[src/spco_pkg.sv]
package spco_pkg;
  // register byte offsets
  localparam logic [7:0] CTRL1_OFS = 8'h00;
  localparam logic [7:0] DATA_OFS = 8'h04;
  localparam logic [7:0] STS_OFS = 8'h08;
  localparam logic [7:0] WAKE_ID_OFS = 8'h0c;
  localparam logic [7:0] IRQ_STS_OFS = 8'h10;
  localparam logic [7:0] IRQ_CLR_OFS = 8'h14;
  localparam logic [7:0] IRQ_EN_OFS = 8'h18;
  // control register field positions
  localparam int PORT_ON_BIT = 13;
  localparam int WORD9_BIT = 12;
  localparam int WAKE_BIT = 11;
  localparam int PAR_ON_BIT = 10;
  localparam int PAR_ODD_BIT = 9;
  localparam int PARITY_ERR_FLAG_IE_BIT = 8;
  localparam int TXE_IE_BIT = 7;
  localparam int MUTE_BIT = 1;
  // status register field positions
  localparam int PARITY_ERR_FLAG_FLAG_BIT = 0;
  localparam int TXE_FLAG_BIT = 7;
  // interrupt status/clear/enable layout
  localparam int IRQ_PARITY_ERR_FLAG = 0;
  localparam int IRQ_TXE = 1;
  // reset values
  localparam logic TXE_RST = 1'h1;
  localparam logic [1:0] IRQ_EN_RST = 2'h0;
  localparam logic [3:0] WAKE_ID_RST = 4'h0;
  // frame sizes in data bits
  localparam logic [3:0] WLEN8 = 4'h8;
  localparam logic [3:0] WLEN9 = 4'h9;
  // timing
  localparam int CLK_HZ = 10_000_000;
  localparam int BAUD_DEFAULT = 625_000;

  typedef struct packed {
    logic port_on;
    logic word9;
    logic wake_id_mode;
    logic parity_on;
    logic parity_odd;
    logic parity_err_flag_ie;
    logic txe_ie;
    logic mute;
  } spco_ctrl_t;

  localparam spco_ctrl_t CTRL_RST = '{default: 1'b0};

  typedef enum logic [1:0] {
    TX_IDLE = 2'b01,
    TX_SHIFT = 2'b10
  } spco_tx_t;

  typedef enum logic [3:0] {
    RX_IDLE = 4'b0001,
    RX_START = 4'b0010,
    RX_DATA = 4'b0100,
    RX_STOP = 4'b1000
  } spco_rx_t;
endpackage

[src/spco_top.sv]
`timescale 1ns/1ps
// Contract
// [RULE_01] control bits 31 to 14 always read zero whatever is written
// [RULE_02] port enable at bit 13 resets off; software turns it on and off
// [RULE_03] bit 12 selects eight or nine data bits in both directions
// [RULE_04] bit 11 selects mute wake by idle line or by identifier match
// [RULE_05] bit 10 turns parity generation on; off means no parity handling
// [RULE_06] with parity on, the outgoing word's top bit becomes parity
// [RULE_07] with parity on, every received frame's parity bit is checked; frames received while muted are not checked
// [RULE_08] bit 9 picks even or odd parity for generation and checking
// [RULE_09] bits 8 and 7 enable parity error and transmit empty interrupts
// [RULE_10] a received parity mismatch sets the parity error flag
// [RULE_11] transmit empty sets on move to shifter, clears on data write
// [RULE_12] mute clears on the wake event; identifier mismatch sets it again
// [RULE_13] interrupt request while an enabled flag is set; code uses latched status bits, which need both enable sets
module spco_top #(
  parameter int BAUD = spco_pkg::BAUD_DEFAULT
) (
  input wire logic pclk,
  input wire logic presetn,
  input wire logic ce,
  input wire logic psel,
  input wire logic penable,
  input wire logic pwrite,
  input wire logic [7:0] paddr,
  input wire logic [31:0] pwdata,
  output logic [31:0] prdata,
  output logic pready,
  output logic pslverr,
  input wire logic rxd,
  output logic txd,
  output logic irq
);
  localparam int BIT_CLKS = spco_pkg::CLK_HZ / BAUD;
  localparam logic [15:0] BIT_LAST = 16'(BIT_CLKS - 1);
  localparam logic [15:0] HALF_LAST = 16'(BIT_CLKS / 2 - 1);

  // top data bit gets parity; the rest is covered by it
  function automatic logic [8:0] spco_fix(input logic [8:0] w, input spco_pkg::spco_ctrl_t c);
    logic [8:0] r;
    r = c.word9 ? w : {1'b0, w[7:0]};
    // [RULE_05] parity generation gate
    if (c.parity_on) begin
      // [RULE_08] odd flips the sense
      if (c.word9) begin
        r[8] = (^w[7:0]) ^ c.parity_odd;
      end else begin
        r[7] = (^w[6:0]) ^ c.parity_odd;
      end
    end
    return r;
  endfunction

  spco_pkg::spco_ctrl_t ctrl, next_ctrl;
  logic [3:0] wake_id, next_wake_id;
  logic [8:0] tx_buf, next_tx_buf;
  logic tx_full, next_tx_full;
  logic tx_empty_flag, next_tx_empty_flag;
  logic parity_err_flag, next_parity_err_flag;
  logic [8:0] rx_data, next_rx_data;
  logic [1:0] irq_sts, next_irq_sts;
  logic [1:0] irq_en, next_irq_en;
  logic [31:0] next_prdata;
  logic next_pready, next_pslverr, next_irq;

  spco_pkg::spco_tx_t tx_state, next_tx_state;
  logic [9:0] tx_sh, next_tx_sh;
  logic [3:0] tx_bits, next_tx_bits;
  logic [15:0] tx_cnt, next_tx_cnt;
  logic next_txd;
  logic rx_s1, rx_s2;
  spco_pkg::spco_rx_t rx_state, next_rx_state;
  logic [8:0] rx_sh, next_rx_sh;
  logic [3:0] rx_bits, next_rx_bits;
  logic [15:0] rx_cnt, next_rx_cnt;
  logic [15:0] idle_cnt, next_idle_cnt;
  logic tx_take, rx_done, idle_hit;
  logic [3:0] nbits;
  logic [15:0] idle_len;
  logic [8:0] tx_fixed;

  // line engine: transmit shifter, receive sampler, idle detector
  always_comb begin
    next_tx_state = tx_state;
    next_tx_sh = tx_sh;
    next_tx_bits = tx_bits;
    next_tx_cnt = tx_cnt;
    next_txd = txd;
    next_rx_state = rx_state;
    next_rx_sh = rx_sh;
    next_rx_bits = rx_bits;
    next_rx_cnt = rx_cnt;
    next_idle_cnt = idle_cnt;
    tx_take = 1'b0;
    rx_done = 1'b0;
    idle_hit = 1'b0;
    // [RULE_03] frame length
    nbits = ctrl.word9 ? spco_pkg::WLEN9 : spco_pkg::WLEN8;
    // a function result cannot be part-selected, so it is held here first
    tx_fixed = spco_fix(tx_buf, ctrl);
    idle_len = 16'((32'(nbits) + 2) * BIT_CLKS);
    unique case (tx_state)
      spco_pkg::TX_IDLE: begin
        next_txd = 1'b1;
        if (ctrl.port_on && tx_full) begin
          // [RULE_06] parity replaces top bit
          next_tx_sh = ctrl.word9 ? {1'b1, tx_fixed} : {2'b11, tx_fixed[7:0]};
          tx_take = 1'b1;
          next_txd = 1'b0;
          next_tx_bits = nbits + 4'h1;
          next_tx_cnt = BIT_LAST;
          next_tx_state = spco_pkg::TX_SHIFT;
        end
      end
      spco_pkg::TX_SHIFT: begin
        if (!ctrl.port_on) begin
          // disabling aborts the frame mid-flight
          next_txd = 1'b1;
          next_tx_state = spco_pkg::TX_IDLE;
        end else if (tx_cnt != 16'h0) begin
          next_tx_cnt = tx_cnt - 16'h1;
        end else if (tx_bits == 4'h0) begin
          next_tx_state = spco_pkg::TX_IDLE;
        end else begin
          next_txd = tx_sh[0];
          next_tx_sh = {1'b1, tx_sh[9:1]};
          next_tx_bits = tx_bits - 4'h1;
          next_tx_cnt = BIT_LAST;
        end
      end
    endcase
    unique case (rx_state)
      spco_pkg::RX_IDLE: begin
        if (ctrl.port_on && !rx_s2) begin
          next_rx_cnt = HALF_LAST;
          next_rx_state = spco_pkg::RX_START;
        end
      end
      spco_pkg::RX_START: begin
        if (rx_cnt != 16'h0) begin
          next_rx_cnt = rx_cnt - 16'h1;
        end else if (rx_s2) begin
          // glitch, not a start bit
          next_rx_state = spco_pkg::RX_IDLE;
        end else begin
          next_rx_cnt = BIT_LAST;
          next_rx_bits = nbits;
          next_rx_state = spco_pkg::RX_DATA;
        end
      end
      spco_pkg::RX_DATA: begin
        if (rx_cnt != 16'h0) begin
          next_rx_cnt = rx_cnt - 16'h1;
        end else begin
          next_rx_sh = {rx_s2, rx_sh[8:1]};
          next_rx_bits = rx_bits - 4'h1;
          next_rx_cnt = BIT_LAST;
          if (rx_bits == 4'h1) begin
            next_rx_state = spco_pkg::RX_STOP;
          end
        end
      end
      spco_pkg::RX_STOP: begin
        if (rx_cnt != 16'h0) begin
          next_rx_cnt = rx_cnt - 16'h1;
        end else begin
          rx_done = 1'b1;
          next_rx_state = spco_pkg::RX_IDLE;
        end
      end
    endcase
    if (!ctrl.port_on) begin
      next_rx_state = spco_pkg::RX_IDLE;
    end
    // idle line: high for one whole frame; fires once per high stretch
    if (!rx_s2 || rx_state != spco_pkg::RX_IDLE) begin
      next_idle_cnt = 16'h0;
    end else if (idle_cnt != idle_len) begin
      next_idle_cnt = idle_cnt + 16'h1;
      idle_hit = (idle_cnt == idle_len - 16'h1) && ctrl.port_on;
    end
  end

  always_ff @(posedge pclk or negedge presetn) begin
    if (!presetn) begin
      tx_state <= spco_pkg::TX_IDLE;
      tx_sh <= 10'h3ff;
      tx_bits <= 4'h0;
      tx_cnt <= 16'h0;
      txd <= 1'b1;
      rx_s1 <= 1'b1;
      rx_s2 <= 1'b1;
      rx_state <= spco_pkg::RX_IDLE;
      rx_sh <= 9'h0;
      rx_bits <= 4'h0;
      rx_cnt <= 16'h0;
      idle_cnt <= 16'h0;
    end else if (ce) begin
      tx_state <= next_tx_state;
      tx_sh <= next_tx_sh;
      tx_bits <= next_tx_bits;
      tx_cnt <= next_tx_cnt;
      txd <= next_txd;
      rx_s1 <= rxd;
      rx_s2 <= rx_s1;
      rx_state <= next_rx_state;
      rx_sh <= next_rx_sh;
      rx_bits <= next_rx_bits;
      rx_cnt <= next_rx_cnt;
      idle_cnt <= next_idle_cnt;
    end
  end

  logic setup, wr;
  logic [8:0] rx_word;
  logic addr_frame;

  // register file, bus answer, flags and interrupt
  always_comb begin
    next_ctrl = ctrl;
    next_wake_id = wake_id;
    next_tx_buf = tx_buf;
    next_tx_full = tx_full;
    next_tx_empty_flag = tx_empty_flag;
    next_parity_err_flag = parity_err_flag;
    next_rx_data = rx_data;
    next_irq_sts = irq_sts;
    next_irq_en = irq_en;
    next_prdata = 32'h0;
    // answer any selected cycle not yet answered; a setup met while frozen is not lost
    setup = psel && !pready;
    wr = psel && penable && pready && pwrite;
    next_pready = setup;
    next_pslverr = 1'b0;
    rx_word = ctrl.word9 ? rx_sh : {1'b0, rx_sh[8:1]};
    addr_frame = ctrl.word9 ? rx_word[8] : rx_word[7];
    if (setup && !pwrite) begin
      unique case (paddr)
        spco_pkg::CTRL1_OFS: begin
          // [RULE_01] upper bits read zero
          next_prdata[spco_pkg::PORT_ON_BIT] = ctrl.port_on;
          next_prdata[spco_pkg::WORD9_BIT] = ctrl.word9;
          next_prdata[spco_pkg::WAKE_BIT] = ctrl.wake_id_mode;
          next_prdata[spco_pkg::PAR_ON_BIT] = ctrl.parity_on;
          next_prdata[spco_pkg::PAR_ODD_BIT] = ctrl.parity_odd;
          next_prdata[spco_pkg::PARITY_ERR_FLAG_IE_BIT] = ctrl.parity_err_flag_ie;
          next_prdata[spco_pkg::TXE_IE_BIT] = ctrl.txe_ie;
          next_prdata[spco_pkg::MUTE_BIT] = ctrl.mute;
        end
        spco_pkg::DATA_OFS: next_prdata[8:0] = rx_data;
        spco_pkg::STS_OFS: begin
          next_prdata[spco_pkg::PARITY_ERR_FLAG_FLAG_BIT] = parity_err_flag;
          next_prdata[spco_pkg::TXE_FLAG_BIT] = tx_empty_flag;
        end
        spco_pkg::WAKE_ID_OFS: next_prdata[3:0] = wake_id;
        spco_pkg::IRQ_STS_OFS: next_prdata[1:0] = irq_sts;
        spco_pkg::IRQ_EN_OFS: next_prdata[1:0] = irq_en;
        spco_pkg::IRQ_CLR_OFS: next_prdata = 32'h0;
        default: next_pslverr = 1'b1;
      endcase
    end else if (setup) begin
      next_pslverr = !(paddr inside {spco_pkg::CTRL1_OFS, spco_pkg::DATA_OFS,
                                     spco_pkg::WAKE_ID_OFS, spco_pkg::IRQ_CLR_OFS,
                                     spco_pkg::IRQ_EN_OFS});
    end
    // hardware take first, so a software write in the same cycle refills
    if (tx_take) begin
      next_tx_full = 1'b0;
      // [RULE_11] set on move to shifter
      next_tx_empty_flag = 1'b1;
    end
    if (wr) begin
      unique case (paddr)
        spco_pkg::CTRL1_OFS: begin
          // [RULE_02] port enable and mode bits
          next_ctrl.port_on = pwdata[spco_pkg::PORT_ON_BIT];
          next_ctrl.word9 = pwdata[spco_pkg::WORD9_BIT];
          next_ctrl.wake_id_mode = pwdata[spco_pkg::WAKE_BIT];
          next_ctrl.parity_on = pwdata[spco_pkg::PAR_ON_BIT];
          next_ctrl.parity_odd = pwdata[spco_pkg::PAR_ODD_BIT];
          // [RULE_09] interrupt enables
          next_ctrl.parity_err_flag_ie = pwdata[spco_pkg::PARITY_ERR_FLAG_IE_BIT];
          next_ctrl.txe_ie = pwdata[spco_pkg::TXE_IE_BIT];
          next_ctrl.mute = pwdata[spco_pkg::MUTE_BIT];
        end
        spco_pkg::DATA_OFS: begin
          next_tx_buf = pwdata[8:0];
          next_tx_full = 1'b1;
          // [RULE_11] cleared by data write
          next_tx_empty_flag = 1'b0;
        end
        spco_pkg::WAKE_ID_OFS: next_wake_id = pwdata[3:0];
        spco_pkg::IRQ_CLR_OFS: begin
          next_irq_sts = irq_sts & ~pwdata[1:0];
          if (pwdata[spco_pkg::IRQ_PARITY_ERR_FLAG]) begin
            next_parity_err_flag = 1'b0;
          end
        end
        spco_pkg::IRQ_EN_OFS: next_irq_en = pwdata[1:0];
        default: ;
      endcase
    end
    // hardware events land after software clears, so sets win
    if (tx_take) begin
      next_irq_sts[spco_pkg::IRQ_TXE] = 1'b1;
    end
    // [RULE_12] idle wake
    if (idle_hit && ctrl.mute && !ctrl.wake_id_mode) begin
      next_ctrl.mute = 1'b0;
    end
    if (rx_done) begin
      if (ctrl.wake_id_mode && addr_frame) begin
        // [RULE_04] identifier decides mute
        next_ctrl.mute = (rx_word[3:0] != wake_id);
      end
      if (!ctrl.mute) begin
        next_rx_data = rx_word;
        // [RULE_07] compare against regenerated parity
        if (ctrl.parity_on && spco_fix(rx_word, ctrl) != rx_word) begin
          // [RULE_10] mismatch sets flag
          next_parity_err_flag = 1'b1;
          next_irq_sts[spco_pkg::IRQ_PARITY_ERR_FLAG] = 1'b1;
        end
      end
    end
    // [RULE_13] gated by both enable sets
    next_irq = |(next_irq_sts & next_irq_en & {next_ctrl.txe_ie, next_ctrl.parity_err_flag_ie});
  end

  always_ff @(posedge pclk or negedge presetn) begin
    if (!presetn) begin
      ctrl <= spco_pkg::CTRL_RST;
      wake_id <= spco_pkg::WAKE_ID_RST;
      tx_buf <= 9'h0;
      tx_full <= 1'b0;
      tx_empty_flag <= spco_pkg::TXE_RST;
      parity_err_flag <= 1'b0;
      rx_data <= 9'h0;
      irq_sts <= 2'h0;
      irq_en <= spco_pkg::IRQ_EN_RST;
      prdata <= 32'h0;
      pready <= 1'b0;
      pslverr <= 1'b0;
      irq <= 1'b0;
    end else if (ce) begin
      ctrl <= next_ctrl;
      wake_id <= next_wake_id;
      tx_buf <= next_tx_buf;
      tx_full <= next_tx_full;
      tx_empty_flag <= next_tx_empty_flag;
      parity_err_flag <= next_parity_err_flag;
      rx_data <= next_rx_data;
      irq_sts <= next_irq_sts;
      irq_en <= next_irq_en;
      prdata <= next_prdata;
      pready <= next_pready;
      pslverr <= next_pslverr;
      irq <= next_irq;
    end
  end
endmodule

[config.mk]
export PLATFORM = sky130hd
export DESIGN_NAME = spco_top
export DESIGN_NICKNAME = d
export VERILOG_FILES = /design/src/spco_pkg.sv /design/src/spco_top.sv
export SDC_FILE = /design/constraint.sdc
export NUM_CORES = 1
export LEC_CHECK = 0
export BUFFER_PORTS_ARGS = -buffer_cell sky130_fd_sc_hd__buf_2
export CORE_MARGIN = 1
export CORE_UTILIZATION = 30
export CTS_CLUSTER_SIZE = 40
export DETAILED_ROUTE_END_ITERATION = 8
export PLACE_DENSITY_LB_ADDON = 0.15
export SYNTH_ARGS = -nofsm -noshare
export SYNTH_HDL_FRONTEND = slang
export SYNTH_SLANG_ARGS = --single-unit
[constraint.sdc]
create_clock -name pclk -period 2.1 [get_ports pclk]
set_input_delay 0.105 -clock pclk [delete_from_list [all_inputs] [get_ports pclk]]
set_output_delay 0.105 -clock pclk [all_outputs]
set_load 0.005 [all_outputs]
# [Word level (Yosys, flattened, before mapping)]
# Index checks and enable logic that the tools add are counted.
[word_totals] ramBits=0 register_bits=156 output_inout_bits=36 romBits=0 latchBits=0 n_memories=0 wordCells=232
[op_classes] shift=0 n_mux=101 addsub=8 n_bitwise=10 div=0 n_eq_ne=37 n_mul=0 order_cmp=0 reduce_logical=44
[op_table] cell="16-bit two-way mux" count=11
[op_table] cell="16-bit one-hot mux with 4 select lines" count=1
[op_table] cell="4-bit two-way mux" count=13
[op_table] cell="10-bit two-way mux" count=4
[op_table] cell="1-bit two-way mux" count=38
[op_table] cell="9-bit two-way mux" count=4
[op_table] cell="16-bit one-hot mux with 2 select lines" count=1
[op_table] cell="16-bit nonzero test" count=2
[op_table] cell="16-bit by 1-bit subtractor with 16-bit output (second input constant)" count=2
[op_table] cell="3-bit inequality test (second input constant)" count=10
[op_table] cell="8-bit by 5-bit equality test with 1-bit output (second input constant)" count=3
[op_table] cell="2-bit two-way mux" count=12
[op_table] cell="10-bit one-hot mux with 2 select lines" count=1
[op_table] cell="2-bit inequality test (second input constant)" count=9
[op_table] cell="3-bit AND reduction" count=6
[op_table] cell="16-bit by 1-bit adder with 16-bit output (second input constant)" count=1
[op_table] cell="16-bit equality test" count=1
[op_table] cell="8-bit by 4-bit equality test with 1-bit output (second input constant)" count=2
[op_table] cell="16-bit by 9-bit inequality test with 1-bit output" count=1
[op_table] cell="4-bit one-hot mux with 2 select lines" count=2
[op_table] cell="4-bit one-hot mux with 4 select lines" count=1
[op_table] cell="8-bit parity" count=2
[op_table] cell="14-bit two-way mux" count=1
[op_table] cell="7-bit parity" count=2
[op_table] cell="other kinds (37)" count=70

# [Longest topological paths before layout]
[depth] ltp_word=15 mapped_depth=9 mapped_depth_nobuf=7

# [Least setup slack after synthesis]
# No wires, ideal clock.
[synth_timing] kind="flip-flop to flip-flop" start="reg tx_cnt[0]" end="reg tx_cnt[14]" slack_ps=-213 t_arrival_ps=2183 stages_incl_launch_ff=8 setup_ps=130 synth_period_minus_slack_ps=2313 path_cell_list="dfrtp_1 -> inv_1 -> ha_1 -> or3b_2 -> or4b_1 -> o311a_1 -> o21ai_0 -> o21ai_0"
[synth_via] elab_chain_len=4 elab_cells_between_ends=7 classes_between="add/sub (1); eq/ne (1); mux (3); reduce/logical (2)"
[synth_lines] item="start, declared" line_no="spco_top.sv:69" rtl="logic [15:0] tx_cnt, next_tx_cnt;"
[synth_lines] item="start signal, assigned" line_no="spco_top.sv:202" rtl="tx_cnt <= next_tx_cnt;"
[synth_lines] item="16-bit by 1-bit subtractor with 16-bit output / 16-bit nonzero test (equally long branches)" line_no="spco_top.sv:121, spco_top.sv:120"
[synth_lines] item="16-bit two-way mux" line_no="spco_top.sv:120" rtl="end else if (tx_cnt != 16'h0) begin"
[synth_lines] item="16-bit two-way mux" line_no="spco_top.sv:116" rtl="if (!ctrl.port_on) begin"
[synth_lines] item="16-bit one-hot mux with 2 select lines" line_no="spco_top.sv:102" rtl="unique case (tx_state)"
# Several ways; a longest one is shown, not always the timed one. The select of a mux whose other input is x is not followed.
# A chain may end at the register's enable or synchronous reset.

# [Final worst setup path]
[layout_timing] start="reg rx_cnt[5]" end="reg rx_cnt[14]"
[layout_via] elab_chain_len=3 elab_cells_between_ends=9 classes_between="add/sub (1); eq/ne (2); mux (4); reduce/logical (2)"
[layout_lines] item="start, declared" line_no="spco_top.sv:75" rtl="logic [15:0] rx_cnt, next_rx_cnt;"
[layout_lines] item="start signal, assigned" line_no="spco_top.sv:209" rtl="rx_cnt <= next_rx_cnt;"
[layout_lines] item="16-bit by 1-bit subtractor with 16-bit output / 16-bit nonzero test (equally long branches)"
[layout_lines] item="16-bit two-way mux, or another cell as far along" line_no="spco_top.sv:164" rtl="if (rx_cnt != 16'h0) begin"
[layout_lines] item="16-bit one-hot mux with 4 select lines / 4-bit AND reduction (equally long branches)"
# Several ways; a longest one is shown, not always the timed one. The select of a mux whose other input is x is not followed.

==> metrics.csv <==
stage,metric,value,unit
power,p_int,0.00526,W
power,power.clock.fraction,40.1,%
status,violations,negative setup slack,
timing,fin_worst_hold_slack,0.0268,ns
critical_path,worst_setup_path_startpoint,rx_cnt[5],
global_routing,overflow,0,
floorplanning,die_height,160,um
critical_path,critPathRequiredTime,2.45,ns
finish,antennaDiodeCount,0,
critical_path,arrival_time_at_the_worst_endpoint,2.58,ns
yosys,synth-compound-area-share,16.9,%
timing,hold_viol,0,
global_routing,grt_antenna_before_repair,0,
drt,detail_route.drc_violations,0,
clocking,total_number_of_h_tree_levels,4,
critical_path,critical_path_buffers_and_inverters,0,
yosys,postSynth.topFlopCell,dfrtp_1,
critical_path,worstPathMaxFanout,3,
place,place.gp.congestion,0.816,
finish,drive_gt1_share,36.2,%
min_path,hold_path.startpoint,pwrite,
place,dp_worst_setup_slack,-0.198,ns
power,switching_power,0.00219,W
drt,number_of_violations_reported_at_the_end_of_detailed_routing_iteration_0,309,
global_routing,grt_pass1_wl,32500,um
drt,viasPerCell,4.99,
yosys,synth_xor_area_share,4.04,%
floorplanning,io_pins,83,
yosys,synth-simple-area-share,18.6,%
place,detailed_place_hpwl,14000,um
timing,rsz0062_at_grt,yes,
clocking,clk-insertion-delay-late,0.43,ns
finish,finish.utilization,41.6,%
place,port_buffer_cells,46,
timing,layout_setup_ws,-0.130,ns
global_routing,track_usage,15.8,%
floorplanning,floorplan.die_area,25600,um2
clocking,tritoncts,done,
timing,timing.final.setup_violations,14,
floorplanning,core.rowCount,57,
yosys,syn_area,7500,um2
critical_path,worstPathCellList,"or4_4, or2_4, a2111o_1, or4_1, a21oi_1",
timing,final.period_utilization,106,%
min_path,worstHoldPathType,in2reg,
drt,route.detailed.wl_per_inst,15.7,um
timing,post-route-min-period,2.23,ns
drt,ant_nets,0,
yosys,post_synth_adder_cell_area,1.67,%
yosys,post_synth_edffs,0,
timing,totalNegativeSetupSlack,-0.805,ns
timing,max_freq,448,MHz
yosys,post_synth_mux_area_share,7.66,%
critical_path,cp_delay_by_family_top,simple AND/OR/NAND/NOR gates,
timing,worst_slew_pin_slew,0.561,ns
clocking,clk_transition_reported_paths,0.07,ns
power,vdd_drop_max,0.000460,V
yosys,async_reset_ff_share,100,%
power,power.share.sequential,40.8,%
drt,first_pass_detailed_route_iteration_total,5,
yosys,ys_seq_area_share,46.0,%
clocking,clock_buffer_depth,2,
yosys,synth_cell_types,69,
yosys,ys_warn_count,0,
yosys,combinational_family_with_the_most_area_after_synthesis,simple AND/OR/NAND/NOR gates,
clocking,tritoncts.num_buffers,17,
clocking,cts_sinks,137,
critical_path,critical_path.startpoint_type,flop,
timing,timing.final.max_slew_violations,0,
yosys,synthesis.instances,763,
finish,num-fill-cells,2467,
global_routing,first_global_vias,6243,
critical_path,worst_setup_path_end_kind,flop,
critical_path,criticalPathCategory,reg2reg,
drt,via_count,6344,
finish,synthToLayoutAreaGrowth,35.2,%
floorplanning,die_span_in_x,160,um
critical_path,worstReg2RegStart,rx_cnt[5],
power,p_sw_share,29.4,%
critical_path,worst_path_largest_cell_delay,0.55,ns
yosys,yosys_register_bits,137,
clocking,clock-root-buffer,clkbuf_16,
finish,final-instance-count-excl-fill,1272,
status,status,finished with violations,
power,power.static_leakage,4.41,nW
floorplanning,initial_core_util,30.7,%
yosys,syn-mean-instance-area,9.83,um2
timing,worst_slew_margin_rel,62.4,%
job,cap_viol_max_count,0,
floorplanning,core_area,24400,um2
global_routing,grt_start_max_net_pins,56,
critical_path,crit_path_top_delay_cell,or4_4,
power,p_comb_share,19.1,%
finish,final_net_count,992,
place,dp_cells,1204,
drt,route.final.wire_length,20000,um
timing,final.setup_skew,0.0104,ns
power,power_per_cell_area,735,nW/um2
path summary, 6_finish.rpt:
kind / endpoint / slack (ns) / depth (start not counted)
worst max-delay path: rx_cnt[14] / -0.13 / 5
max in group asynchronous: tx_sh[6] / 1.20 / 3
worst max register to register: rx_cnt[14] / -0.13 / 5
worst min register to register: pslverr / 0.48 / 1
min in group asynchronous: rx_cnt[8] / 0.17 / 2
worst min-delay path: prdata[3] / 0.03 / 3
through the flow:
| stage | cell area [um2] | power (W) |
|---|---|---|
| floorplan | 7580 | 0.00375 |
| global placement | 8800 | 0.00435 |
| detailed placement | 8800 | 0.00435 |
| CTS | 9640 | 0.00745 |
| global route | 10100 | 0.00786 |
| finish | 10100 | 0.00745 |
cells by family (layout without fill, tap and decap cells):
| family | after synthesis | after routing |
|---|---|---|
| simple gates | 257 | 257 |
| compound gates | 190 | 190 |
| flops | 137 | 137 |
| buf+inv | 82 | 250 |
| mux | 53 | 53 |
| xor+xnor | 33 | 33 |
| fa+ha+maj | 10 | 10 |
| other cells | 1 | 18 |
Yosys cell counts (6+ instances only):
| cell type | number | area [um2] |
|---|---|---|
| a22oi_1 | 6 | 45.0 |
| o31ai_1 | 10 | 75.1 |
| or2_2 | 7 | 43.8 |
| nor3_1 | 20 | 100 |
| buf_4 | 18 | 135 |
| nand2_1 | 62 | 233 |
| mux2i_1 | 18 | 180 |
| xnor2_1 | 28 | 245 |
| nand3_1 | 23 | 115 |
| dfrtp_1 | 122 | 3050 |
| a31oi_1 | 18 | 113 |
| buf_2 | 8 | 40.0 |
| a22o_1 | 9 | 78.8 |
| clkbuf_1 | 24 | 90.1 |
| inv_1 | 29 | 109 |
| nor4_1 | 14 | 87.6 |
| o21ai_0 | 51 | 255 |
| o2bb2ai_1 | 8 | 70.1 |
| nand2b_1 | 9 | 56.3 |
| dfstp_2 | 15 | 394 |
| or4_1 | 11 | 82.6 |
| and3_1 | 7 | 43.8 |
| mux2_2 | 35 | 394 |
| ha_1 | 10 | 125 |
| nand4_1 | 7 | 43.8 |
| a21oi_1 | 39 | 195 |
| a21o_1 | 7 | 52.6 |
| nor2_1 | 40 | 150 |
| or3_1 | 22 | 138 |
| nor4b_1 | 6 | 52.6 |
layer usage:
metal  track usage, %  up-vias  wire length [um]
li1                 -     3136                 -
met4             4.20        0               213
met2             24.5       71              9160
met5                0        -                 0
met3             2.83       17               455
met1             22.4     3120             10200
registers in the layout, indices dropped and copies added (netlist names), 8 cells and up:
name / cells
tx_cnt: 16
prdata: 14
rx_cnt: 16
ctrl: 8
rx_sh: 9
tx_buf: 9
rx_data: 9
idle_cnt: 16
tx_sh: 9
repair_timing:
action                                  4_1_cts  5_1_grt
pin swaps                                     9       44
cloned                                        0        7
endpoints found under the setup margin       44       80
hold endpoints to repair                     57        0
hold buffers                                 15        0
gates resized for setup                      22      111
setup buffers                                 6        9
worst register-to-register path: cells and delay by family (launching register included):
kind | cells | cell delay (ns)
compound gates | 2 | 0.47
flops | 1 | 0.38
simple gates | 3 | 1.32
power groups by stage:
stage          clock network [W]  registers (W)  logic, W
6_report                 0.00299        0.00304   0.00142
5_1_grt                  0.00320        0.00307   0.00160
4_1_cts                  0.00308        0.00303   0.00134
3_5_place_dp                   0        0.00307   0.00128
3_3_place_gp                   0        0.00307   0.00127
2_1_floorplan                  0        0.00307  0.000684
cells in the final DEF, fill, tap and decap left out, types with 10 or more instances in the layout:
master / netlist / layout
o21ai_0: 51 / 24
nor2_1: 40 / 36
or3_1: 22 / 20
nand3_1: 23 / 21
buf_6: 0 / 12
a31oi_1: 18 / 18
dfrtp_1: 122 / 121
nand2_1: 62 / 53
o21ai_1: 0 / 12
mux2i_1: 18 / 18
inv_1: 29 / 25
clkbuf_16: 0 / 19
a21oi_1: 39 / 34
buf_4: 18 / 110
o21ai_2: 0 / 13
dlygate4sd3_1: 0 / 15
mux2_2: 35 / 35
dfstp_2: 15 / 15
nor3_1: 20 / 16
buf_2: 8 / 45
nor4_1: 14 / 10
conb_1: 1 / 18
xnor2_1: 28 / 28
area by class of cell:
cell class,count,area [um2],area share [%]
Multi-Input combinational cell,561,4110,40.5
Sequential cell,137,3450,34.0
Timing Repair Buffer,189,1490,14.7
Clock buffer,17,425,4.20
Tap cell,324,405,4.00
Clock inverter,15,155,1.53
Inverter,29,109,1.07
Note: power is estimated with default switching activity, not from simulation.
